$ cat src/brs_pkg.sv
/*
 * Shared constants and types for the boot reset sequencer: cycle counts,
 * coprocessor instruction memory layout, boot image and boot rom range.
 * Assumes a single 40 MHz device clock; no software-visible registers.
 */
package brs_pkg;

    // =====================================================================
    // timing
    // =====================================================================
    localparam int unsigned CLK_HZ = 40000000;
    localparam int unsigned POR_CYCLES_DEF = 6192;
    localparam int unsigned POR_CW = 13;
    // ack wait bound; a healthy copy finishes far sooner than this
    localparam int unsigned ACK_TIMEOUT = 1024;
    localparam int unsigned ACK_CW = 11;

    // =====================================================================
    // coprocessor instruction memory
    // =====================================================================
    localparam int unsigned IMEM_AW = 4;
    localparam int unsigned IMEM_DEPTH = 16;
    localparam int unsigned IMEM_DW = 32;
    localparam logic [IMEM_AW-1:0] PAD_COUNT = 4'h4;
    localparam logic [IMEM_AW-1:0] IMG_LAST = 4'h7;
    localparam logic [IMEM_DW-1:0] NOP_OPCODE = 32'h12E0E0E0;

    // =====================================================================
    // boot rom address range used by the stall loop
    // =====================================================================
    localparam logic [31:0] ROM_BASE = 32'h00700000;
    localparam logic [31:0] ROM_LAST = 32'h007FFFFC;
    localparam logic [31:0] PC_STEP = 32'h00000004;

    // =====================================================================
    // reset values
    // =====================================================================
    localparam logic RST_INDICATOR = 1'b0;
    localparam logic [POR_CW-1:0] RST_POR_CNT = 13'h0000;

    typedef struct packed {
        logic rst_n;  // coprocessor held in reset while low
        logic run;    // coprocessor fetch enable
    } brs_cop_ctrl_t;

    localparam brs_cop_ctrl_t COP_HELD = '{rst_n: 1'b0, run: 1'b0};
    localparam brs_cop_ctrl_t COP_GO = '{rst_n: 1'b1, run: 1'b1};

    typedef enum logic [2:0] {
        ST_POR,
        ST_WRITE,
        ST_VRD,
        ST_VCMP,
        ST_KICK,
        ST_WAIT,
        ST_DONE,
        ST_FAIL
    } brs_state_t;

    // image: harmless pad opcodes first, then the vector-table copy program
    function automatic logic [IMEM_DW-1:0] img_word(
        input logic [IMEM_AW-1:0] idx
    );
        logic [IMEM_DW-1:0] w;
        w = NOP_OPCODE;
        case (idx)
            4'h4: w = 32'h240000E1;
            4'h5: w = 32'h24FFFFE2;
            4'h6: w = 32'hE1002081;
            4'h7: w = 32'h2A000000;
            default: w = NOP_OPCODE;
        endcase
        return w;
    endfunction

endpackage

$ cat src/brs_imem.sv
/*
 * Coprocessor instruction memory: single port, synchronous write,
 * read data held in a register one cycle after the address.
 * Assumes the caller arbitrates between loader and coprocessor fetch.
 */
`timescale 1ns/1ps
module brs_imem
    import brs_pkg::*;
(
    input wire logic clk,                    // device clock
    input wire logic we,                     // write strobe
    input wire logic [IMEM_AW-1:0] addr,     // word address
    input wire logic [IMEM_DW-1:0] wdata,    // write data
    output logic [IMEM_DW-1:0] rdata_q       // registered read data
);

    // =====================================================================
    // storage
    // =====================================================================
    // no reset on purpose: contents and read bus are random at power-up
    logic [IMEM_DW-1:0] mem [IMEM_DEPTH];
    logic [IMEM_DW-1:0] rdata_d;

    always_comb
    begin
        rdata_d = mem[addr];
    end

    always_ff @(posedge clk)
    begin
        if (we)
        begin
            mem[addr] <= wdata;
        end
        rdata_q <= rdata_d;
    end

endmodule // brs_imem

$ cat src/brs_sequencer.sv
/*
 * Boot reset sequencer: power-on count, reset output indicator, loading
 * and verification of the coprocessor instruction memory, coprocessor
 * start and acknowledgement wait, boot rom stall loop on failure.
 * Assumes rstn comes from the board reset source and cop_ack from
 * coprocessor logic on the same clock.
 */
`timescale 1ns/1ps
module brs_sequencer
    import brs_pkg::*;
#(
    parameter int unsigned POR_CYCLES = POR_CYCLES_DEF
)
(
    input wire logic clk,                          // 40 MHz device clock
    input wire logic rstn,                         // board reset, low active
    input wire logic cop_ack,                      // copy done from coprocessor
    input wire logic [IMEM_AW-1:0] cop_fetch_addr, // coprocessor fetch address
    output logic [IMEM_DW-1:0] cop_fetch_data,     // fetched instruction
    output brs_cop_ctrl_t cop_ctrl_q,              // coprocessor reset/enable
    output logic reset_output_indicator_q,         // reset-out pin level
    output logic boot_busy_q,                      // boot sequence running
    output logic boot_done_q,                      // handoff to user boot
    output logic boot_fail_q,                      // stuck in rom loop
    output logic [31:0] rom_pc_q                   // boot rom loop address
);

    // =====================================================================
    // reset synchroniser
    // =====================================================================
    logic rst_meta_q;
    logic rst_sync_q;

    always_ff @(posedge clk or negedge rstn)
    begin
        if (!rstn)
        begin
            rst_meta_q <= 1'b0;
            rst_sync_q <= 1'b0;
        end
        else
        begin
            rst_meta_q <= 1'b1;
            rst_sync_q <= rst_meta_q;
        end
    end

    // =====================================================================
    // sequencer state
    // =====================================================================
    localparam logic [POR_CW-1:0] POR_LAST = POR_CW'(POR_CYCLES - 1);
    localparam logic [ACK_CW-1:0] ACK_LAST = ACK_CW'(ACK_TIMEOUT - 1);

    brs_state_t state_q, state_d;
    logic [POR_CW-1:0] por_cnt_q, por_cnt_d;
    logic [ACK_CW-1:0] ack_cnt_q, ack_cnt_d;
    logic [IMEM_AW-1:0] idx_q, idx_d;
    brs_cop_ctrl_t cop_ctrl_d;
    logic ind_d;
    logic busy_d;
    logic done_d;
    logic fail_d;
    logic [31:0] pc_d;

    logic mem_we;
    logic [IMEM_AW-1:0] mem_addr;
    logic [IMEM_DW-1:0] mem_rdata;

    always_comb
    begin
        state_d = state_q;
        por_cnt_d = por_cnt_q;
        ack_cnt_d = ack_cnt_q;
        idx_d = idx_q;
        cop_ctrl_d = cop_ctrl_q;
        ind_d = reset_output_indicator_q;
        busy_d = boot_busy_q;
        done_d = boot_done_q;
        fail_d = boot_fail_q;
        pc_d = rom_pc_q;
        mem_we = 1'b0;
        mem_addr = idx_q;
        case (state_q)
            ST_POR:
            begin
                por_cnt_d = por_cnt_q + POR_CW'(1);
                if (por_cnt_q == POR_LAST)
                begin
                    ind_d = ~RST_INDICATOR;
                    busy_d = 1'b1;
                    idx_d = '0;
                    state_d = ST_WRITE;
                end
            end
            ST_WRITE:
            begin
                mem_we = 1'b1;
                idx_d = idx_q + IMEM_AW'(1);
                if (idx_q == IMG_LAST)
                begin
                    idx_d = '0;
                    state_d = ST_VRD;
                end
            end
            ST_VRD:
            begin
                state_d = ST_VCMP;
            end
            ST_VCMP:
            begin
                if (mem_rdata != img_word(idx_q))
                begin
                    busy_d = 1'b0;
                    fail_d = 1'b1;
                    state_d = ST_FAIL;
                end
                else if (idx_q == IMG_LAST)
                begin
                    state_d = ST_KICK;
                end
                else
                begin
                    idx_d = idx_q + IMEM_AW'(1);
                    state_d = ST_VRD;
                end
            end
            ST_KICK:
            begin
                // release and enable in one write
                cop_ctrl_d = COP_GO;
                ack_cnt_d = '0;
                state_d = ST_WAIT;
            end
            ST_WAIT:
            begin
                ack_cnt_d = ack_cnt_q + ACK_CW'(1);
                if (cop_ack)
                begin
                    busy_d = 1'b0;
                    done_d = 1'b1;
                    state_d = ST_DONE;
                end
                else if (ack_cnt_q == ACK_LAST)
                begin
                    busy_d = 1'b0;
                    fail_d = 1'b1;
                    state_d = ST_FAIL;
                end
            end
            ST_DONE:
            begin
                state_d = ST_DONE;
            end
            ST_FAIL:
            begin
                if (rom_pc_q >= ROM_LAST)
                begin
                    pc_d = ROM_BASE;
                end
                else
                begin
                    pc_d = rom_pc_q + PC_STEP;
                end
            end
            default:
            begin
                state_d = ST_POR;
            end
        endcase
        if (cop_ctrl_q.run)
        begin
            mem_addr = cop_fetch_addr;
        end
    end

    // every reset reloads and verifies image
    // any later reset reruns full boot
    always_ff @(posedge clk or negedge rst_sync_q)
    begin
        if (!rst_sync_q)
        begin
            state_q <= ST_POR;
            por_cnt_q <= RST_POR_CNT;
            ack_cnt_q <= '0;
            idx_q <= '0;
            cop_ctrl_q <= COP_HELD;
            reset_output_indicator_q <= RST_INDICATOR;
            boot_busy_q <= 1'b0;
            boot_done_q <= 1'b0;
            boot_fail_q <= 1'b0;
            rom_pc_q <= ROM_BASE;
        end
        else
        begin
            state_q <= state_d;
            por_cnt_q <= por_cnt_d;
            ack_cnt_q <= ack_cnt_d;
            idx_q <= idx_d;
            cop_ctrl_q <= cop_ctrl_d;
            reset_output_indicator_q <= ind_d;
            boot_busy_q <= busy_d;
            boot_done_q <= done_d;
            boot_fail_q <= fail_d;
            rom_pc_q <= pc_d;
        end
    end

    // =====================================================================
    // coprocessor instruction memory
    // =====================================================================
    // fetch data is the memory's own output register
    brs_imem u_imem (
        .clk(clk),
        .we(mem_we),
        .addr(mem_addr),
        .wdata(img_word(idx_q)),
        .rdata_q(mem_rdata)
    );

    assign cop_fetch_data = mem_rdata;

endmodule // brs_sequencer

$ cat config.mk
export PLATFORM = sky130hd
export DESIGN_NAME = brs_sequencer
export DESIGN_NICKNAME = d
export VERILOG_FILES = /design/src/brs_pkg.sv /design/src/brs_imem.sv /design/src/brs_sequencer.sv
export SDC_FILE = /design/constraint.sdc
export NUM_CORES = 1
export LEC_CHECK = 0
export BUFFER_PORTS_ARGS = -buffer_cell sky130_fd_sc_hd__buf_4
export CORE_ASPECT_RATIO = 1.5
export CORE_MARGIN = 2
export CORE_UTILIZATION = 45
export DETAILED_ROUTE_END_ITERATION = 10
export GPL_TIMING_DRIVEN = 0
export PLACE_DENSITY_LB_ADDON = 0.05
export SLEW_MARGIN = 20
export SYNTH_ARGS = -nofsm -noshare
export SYNTH_HDL_FRONTEND = slang
export SYNTH_SLANG_ARGS = --single-unit
$ cat constraint.sdc
create_clock -name clk -period 2.25 [get_ports clk]
set_input_delay 0.225 -clock clk [delete_from_list [all_inputs] [get_ports clk]]
set_output_delay 0.225 -clock clk [all_outputs]
set_load 0.01 [all_outputs]
==> flow_summary.yaml, run 1 <==
cells_and_area:
  layout_common_cells: "192 x edfxtp_1, 140 x buf_4, 77 x nand2_1"
  area_growth_pct: 32.6
  n_fill_cell: 1958
  layout-drive-gt1-share_pct: 40.6
  nNetsFinal: 1020
  n_antenna_cell: 0
  stdcell_count: 1356
  final_common_cell: "edfxtp_1"
routing:
  first_pass_iters: 5
  avgViaCountPerCell: 5.63
  antenna_left: 0
  post-route-drc-count: 0
  num_vias: 7634
  wire_per_inst_microns: 22.4
  wl_mm: 30.4
  drt_iter0_markers: 471
placement:
  dpl_worst_slack_ps: -888
  dp_hpwl_mm: 19.8
  gp_congestion: 0.847
  place_inst: 1229
  io_buffers: 71
worst_setup_path:
  cp.arrival_ps: 3060
  crit_chain: "inv_4 > ha_4 > buf_8 > clkbuf_8 > nor3_2 > nor4_1 > a221o_1 > o2111a_2 > a21oi_4 > buf_4 > mux2_2"
  worst_path_max_delay_cell: "dfrtp_2"
  r2r_end: "idx_q[0]$_DFFE_PN0P_"
  rrSetupSlack_ps: -400
  critPathKind: "register to register"
  r2r_start: "idx_q[1]$_DFFE_PN0P_"
  worst_setup_path_start_kind: "register"
  cp.required_ps: 2660
  endpoint_kind: "register"
  cp_slowest_stage_delay_ps: 440
  cp_max_fo: 10
  ff2ff_path_depth: 11
timing:
  fin_crit_sh_pct: 118
  fmax_mhz: 377
  finalHoldViolCount: 0
  final-setup-viol-count: 83
  tightest_slew_ps: 873
  final_max_slew_viol_count: 0
  setup_ws_ps: -402
  fin_crit_ps: 2650
  maxSlewHeadroom_pct: 41.8
  skew_ps: 7.80
  rsz0062_at_grt: "true"
synth:
  synth_cell_type_count: 70
  synth_top_area_share_pct: 49.2
  synth-edff-count: 192
  synth_area_sq_um: 11700
  syn_area_per_cell_sq_um: 14.3
  synthArstFlopShare_pct: 25.0
  ys_warn_count: 0
  yosys-top-cells-area: "edfxtp_1 49%, dfrtp_1 14%, mux4_2 9.2%"
  synth-seq-cells: 272
  synthFlopType: "edfxtp_1"
  synth_top_area_cell: "edfxtp_1"
  synth_cells: 818
  seq_area_frac_synth_pct: 65.8
die:
  coreArea_sq_um: 25700
  chipWidth_microns: 136
  start_util_pct: 45.6
  io_pins: 77
  core.rowCount: 72
  dieArea_sq_um: 27400
  die_h_microns: 202
run:
  cap_violations: 0
power:
  leakagePower_nw: 5.67
  p_per_area_nw_per_um2: 716
  ir_drop_v: 0.000859
cts:
  path_clk_slew_ps: 60
  cts-buffers-inserted: 26
  cts_sinks: 272
  clockBufferDepth: 3
  root_buffer: "clkbuf_16"
  htreeDepth: 1
  cts_tree: "yes"
  worstSkewPairLatency_ps: 540
global_route:
  overflow: 0
  grt_pass1_wl_mm: 45.8
  antenna_found_initial: 0
  grt_pass1_vias: 7810
  track_usage_pct: 22.2
  grt_start_max_net_pins: 53
worst_hold_path:
  hp-class: "input pin to asynchronous set/reset pin"
outcome:
  status: "finished with violations"
  violations: "setup timing"
[worst max-delay path, delay by kind of cell, from the launching register on]
kind            cells  cell delay (ps)
buf+inv             4              500
fa+ha+maj           1              170
simple gates        2              380
compound gates      3              720
flops               1              440
mux                 1              330
[kinds of logic after synthesis]
family | synth area share (%)
mux | 10.2
fa+ha+maj | 0.854
xor+xnor | 2.09
buf+inv | 3.43
flops | 65.8
simple gates | 11.6
other cells | 0.0641
compound gates | 5.96
[final cells by class]
cell class              count  area, sq um  area share, %
multi-input cells         477         4310           27.8
plain buffers              56          529           3.41
flip-flops and latches    272         7730           49.8
repair buffers            157         1610           10.4
clock inverters            11          150          0.967
well taps                 333          417           2.68
inverters                  15         72.6          0.467
clock buffers              35          716           4.61
[sequential cells by signal (all words and copies together) (netlist names), 3 cells and up]
signal          cells
u_imem.mem        192
rom_pc_q           30
por_cnt_q          13
u_imem.rdata_q     12
ack_cnt_q          11
idx_q               4
state_q             3
[layer usage]
layer / up-vias / GRT usage (%) / routed length (microns)
li1: 3445 / - / -
met1: 3955 / 26.1 / 11300
met2: 172 / 40.4 / 16700
met3: 62 / 3.05 / 1230
met4: 0 / 8.89 / 1210
met5: - / 0 / 0
[how the worst max path moves through the flow]
stage	depth (start not counted)	to	startpoint	slack (ps)
floorplan	10	idx_q[3]$_DFFE_PN0P_	idx_q[1]$_DFFE_PN0P_	-260
global route	10	idx_q[3]$_DFFE_PN0P_	idx_q[1]$_DFFE_PN0P_	-450
detailed placement	10	idx_q[0]$_DFFE_PN0P_	idx_q[1]$_DFFE_PN0P_	-890
CTS	10	idx_q[3]$_DFFE_PN0P_	idx_q[1]$_DFFE_PN0P_	-320
global placement	0	idx_q[1]$_DFFE_PN0P_	rst_sync_q$_DFF_PN0_	-780
finish	11	idx_q[0]$_DFFE_PN0P_	idx_q[1]$_DFFE_PN0P_	-400
[where the power goes]
part	leakage [nW]	switching, mW	internal [mW]
sequential	2.61	0.165	5.41
clock	0.423	1.82	2.67
combinational	2.64	0.563	0.479
[what timing repair did]
item	4_1_cts	5_1_grt
hold buffers	1	0
gates cloned	2	2
setup endpoints to repair	338	301
endpoints found under the hold margin	2	0
pin swaps	45	21
gates resized for setup	126	57
setup buffers	50	31
[per-stage QoR]
stage	TNS [ps]	hold slack, ps	cell area (sq um)	utilization, %	power (mW)
final	-8680	15.8	15500	60.5	11.1
after global routing	-14470	4.39	15500	60.5	11.5
after CTS	-7260	1.87	15000	58.6	11.1
after detailed placement	-148230	7.97	13000	50.6	6.54
after global placement	-182820	7.76	12900	50.4	6.50
after floorplan	-4430	-70.6	12000	-	6.18
[synth_stat cells (all sizes together), types with 3 or more instances]
library cell and count:
dfxtp 12, nor4b 4, o31a 3, clkbuf 19, nand4 12, nor3 10
xor2 15, dfstp 3, a21oi 7, or3 6, a31oi 19, nand2b 6
o21ai 23, or4 3, nor2b 6, dfrtp 65, and3 7, and2 17
mux2 4, a21o 4, ha 8, nor2 73, xnor2 13, a211oi 13
a22o 6, o31ai 6, buf 39, inv 15, nor4 14, edfxtp 192
mux4 48, mux2i 6, nand2 87, nand3 19, and4 4
Note: power is estimated with default switching activity, not from simulation.
==> run 2: changes to the inputs <==
CELL_PAD_IN_SITES_DETAIL_PLACEMENT = 1   (was default)
CELL_PAD_IN_SITES_GLOBAL_PLACEMENT = 1   (was default)
SETUP_SLACK_MARGIN = 0.3   (was default)
==> run 2 against run 1 <==
  * The run still ends with setup timing left
  * Power down 0.47%
  * Clock skew up 27 ps
  * Worst setup slack worse by 49 ps
  * Sequential share of layout area down 2.5 points
  * Fmax down 1.8%
  * Sequential power about the same
  * Combinational power up 20%
  * Utilization up 3.2 points
  * Critical path depth up 1
  * First-iteration DRC count down 1.7%
  * Register-to-register slack worse by 50 ps
  * Count of clock-buffer cells in the layout down 5
  * Highest routed layer unchanged
==> flow_summary.yaml, run 2 (synthesized netlist as in run 1, its figures left out) <==
cts:
  htreeDepth: 1
  root_buffer: "clkbuf_16"
  cts-buffers-inserted: 27
  cts_tree: "yes"
  path_clk_slew_ps: 60
  clockBufferDepth: 3
  worstSkewPairLatency_ps: 560
  cts_sinks: 272
worst_setup_path:
  crit_top_cell: "buf_4"
  cp.arrival_ps: 3120
  critical-path-top-delay-family: "compound AO/OA/AOI/OAI gates"
  endpoint_kind: "register"
  cp.required_ps: 2670
  cp_slowest_stage_delay_ps: 460
  worst_setup_path_start_kind: "register"
  rrSetupSlack_ps: -450
  cp_num_buf_inv: 5
  cp_max_fo: 7
  crit_chain: "inv_4 > ha_4 > buf_8 > nor4_4 > buf_4 > nor2_4 > inv_8 > a221o_1 > o2111a_2 > a21oi_4 > buf_4 > mux2_2"
  critPathKind: "register to register"
  worst_path_max_delay_cell: "dfrtp_2"
timing:
  holdWs_ps: 182
  fin_crit_ps: 2700
  setup_ws_ps: -451
  fin_crit_sh_pct: 120
  final-setup-viol-count: 100
  maxSlewHeadroom_pct: 35.7
  final_max_slew_viol_count: 0
  rsz0062_at_grt: "true"
  tightest_slew_ps: 963
  fmax_mhz: 370
  skew_ps: 35.1
  finalHoldViolCount: 0
worst_hold_path:
  hp-class: "register to asynchronous set/reset pin"
run:
  cap_violations: 0
cells_and_area:
  regMostFlops: "u_imem.mem"
  final_common_cell: "edfxtp_1"
  n_antenna_cell: 0
  layout-drive-gt1-share_pct: 48.0
  final_util_pct: 63.7
  n_fill_cell: 2356
  area_growth_pct: 39.5
  nNetsFinal: 1068
  top_regs: "u_imem.mem (192), rom_pc_q (30), por_cnt_q (13)"
  layout_common_cells: "192 x edfxtp_1, 171 x buf_4, 75 x nand2_1"
  largest_register_ffs: 192
power:
  leakagePower_nw: 5.93
  combPwrFrac_pct: 11.3
  power_mw: 11.1
  p_per_area_nw_per_um2: 677
  switching_share_pct: 25.7
  pwr-share-seq_pct: 50.4
  p_int_mw: 8.22
  power.switching_mw: 2.84
  ir_drop_v: 0.000774
  power.share.clock_pct: 38.3
routing:
  post-route-drc-count: 0
  num_vias: 8015
  drt_iter0_markers: 463
  antenna_left: 0
  first_pass_iters: 5
  wl_mm: 35.1
  avgViaCountPerCell: 5.70
  wire_per_inst_microns: 25.0
die:
  coreArea_sq_um: 25700
  io_pins: 77
  core.rowCount: 72
  start_util_pct: 45.6
  chipWidth_microns: 136
  dieArea_sq_um: 27400
  die_h_microns: 202
placement:
  gp_congestion: 0.797
  io_buffers: 71
  dp_hpwl_mm: 20.3
outcome:
  violations: "setup timing"
  status: "finished with violations"
global_route:
  overflow: 0
  antenna_found_initial: 0
  track_usage_pct: 24.2
  grt_pass1_wl_mm: 49.8
  grt_pass1_vias: 8331
  grt_start_max_net_pins: 55
==> run 2: cell types whose count changed in the layout (fill, tap and decap cells not counted), moves of 5 or more <==
cell        change
buf_4          +31
nor2_2          +5
nor2_4         +16
nor2_1         -21
buf_6          +10
o21ai_0         -7
clkbuf_1        -6
clkinvlp_4      +5
==> run 2: routing by layer <==
layer | up-vias | wire, microns | GRT usage (%)
li1 | 3538 | - | -
met1 | 4221 | 13200 | 28.4
met2 | 192 | 18900 | 42.5
met3 | 64 | 1310 | 3.33
met4 | 0 | 1610 | 13.4
met5 | - | 0 | 0
==> run 2: layout make-up <==
class                      instances  area (sq um)  area share (%)
buffer                            58           578            3.54
sequential                       272          7730            47.3
multi-input combinational        477          4690            28.7
tap                              333           417            2.55
clock buffer                      30           687            4.20
inverter                          15          72.6           0.444
clock inverter                    19           125           0.765
timing repair buffer             202          2040            12.5
==> run 2: stage by stage <==
stage / instances / TNS, ps / setup slack (ps) / area (sq um)
floorplan: 822 / -9880 / -255 / 12100
global placement: 1226 / -128050 / -868 / 13100
detailed placement: 1228 / -135010 / -888 / 13100
CTS: 1339 / -6300 / -374 / 15100
global route: 1406 / -18830 / -495 / 16300
finish: 1406 / -11470 / -451 / 16300
==> run 2: what timing repair did <==
action                                  4_1_cts  5_1_grt
gates cloned                                  2        3
hold endpoints to repair                      3        0
buffers inserted                             57       64
endpoints found under the setup margin      391      389
hold buffers                                  3        0
pin swaps                                    31       61
gates resized for setup                     103      163
==> run 2: worst paths after layout <==
path / cells after the start / from / to
worst max register to register: 12 / idx_q[1]$_DFFE_PN0P_ / idx_q[0]$_DFFE_PN0P_
max in group asynchronous: 1 / rst_sync_q$_DFF_PN0_ / idx_q[2]$_DFFE_PN0P_
worst min register to register: 0 / rst_sync_q$_DFF_PN0_ / rom_pc_q[17]$_DFFE_PN0P_
worst max-delay path: 12 / idx_q[1]$_DFFE_PN0P_ / idx_q[0]$_DFFE_PN0P_
worst min-delay path: 0 / rst_sync_q$_DFF_PN0_ / rom_pc_q[17]$_DFFE_PN0P_
min in group clk: 5 / cop_fetch_addr[3] / u_imem.rdata_q[23]$_DFF_P_
==> run 2: power by group through the flow <==
stage | clock network, mW | logic, mW | registers [mW]
after floorplan | 0 | 0.545 | 5.66
after global placement | 0 | 0.867 | 5.67
after detailed placement | 0 | 0.922 | 5.66
after CTS | 4.30 | 1.03 | 5.56
after global routing | 4.50 | 1.36 | 5.59
final | 4.24 | 1.25 | 5.57
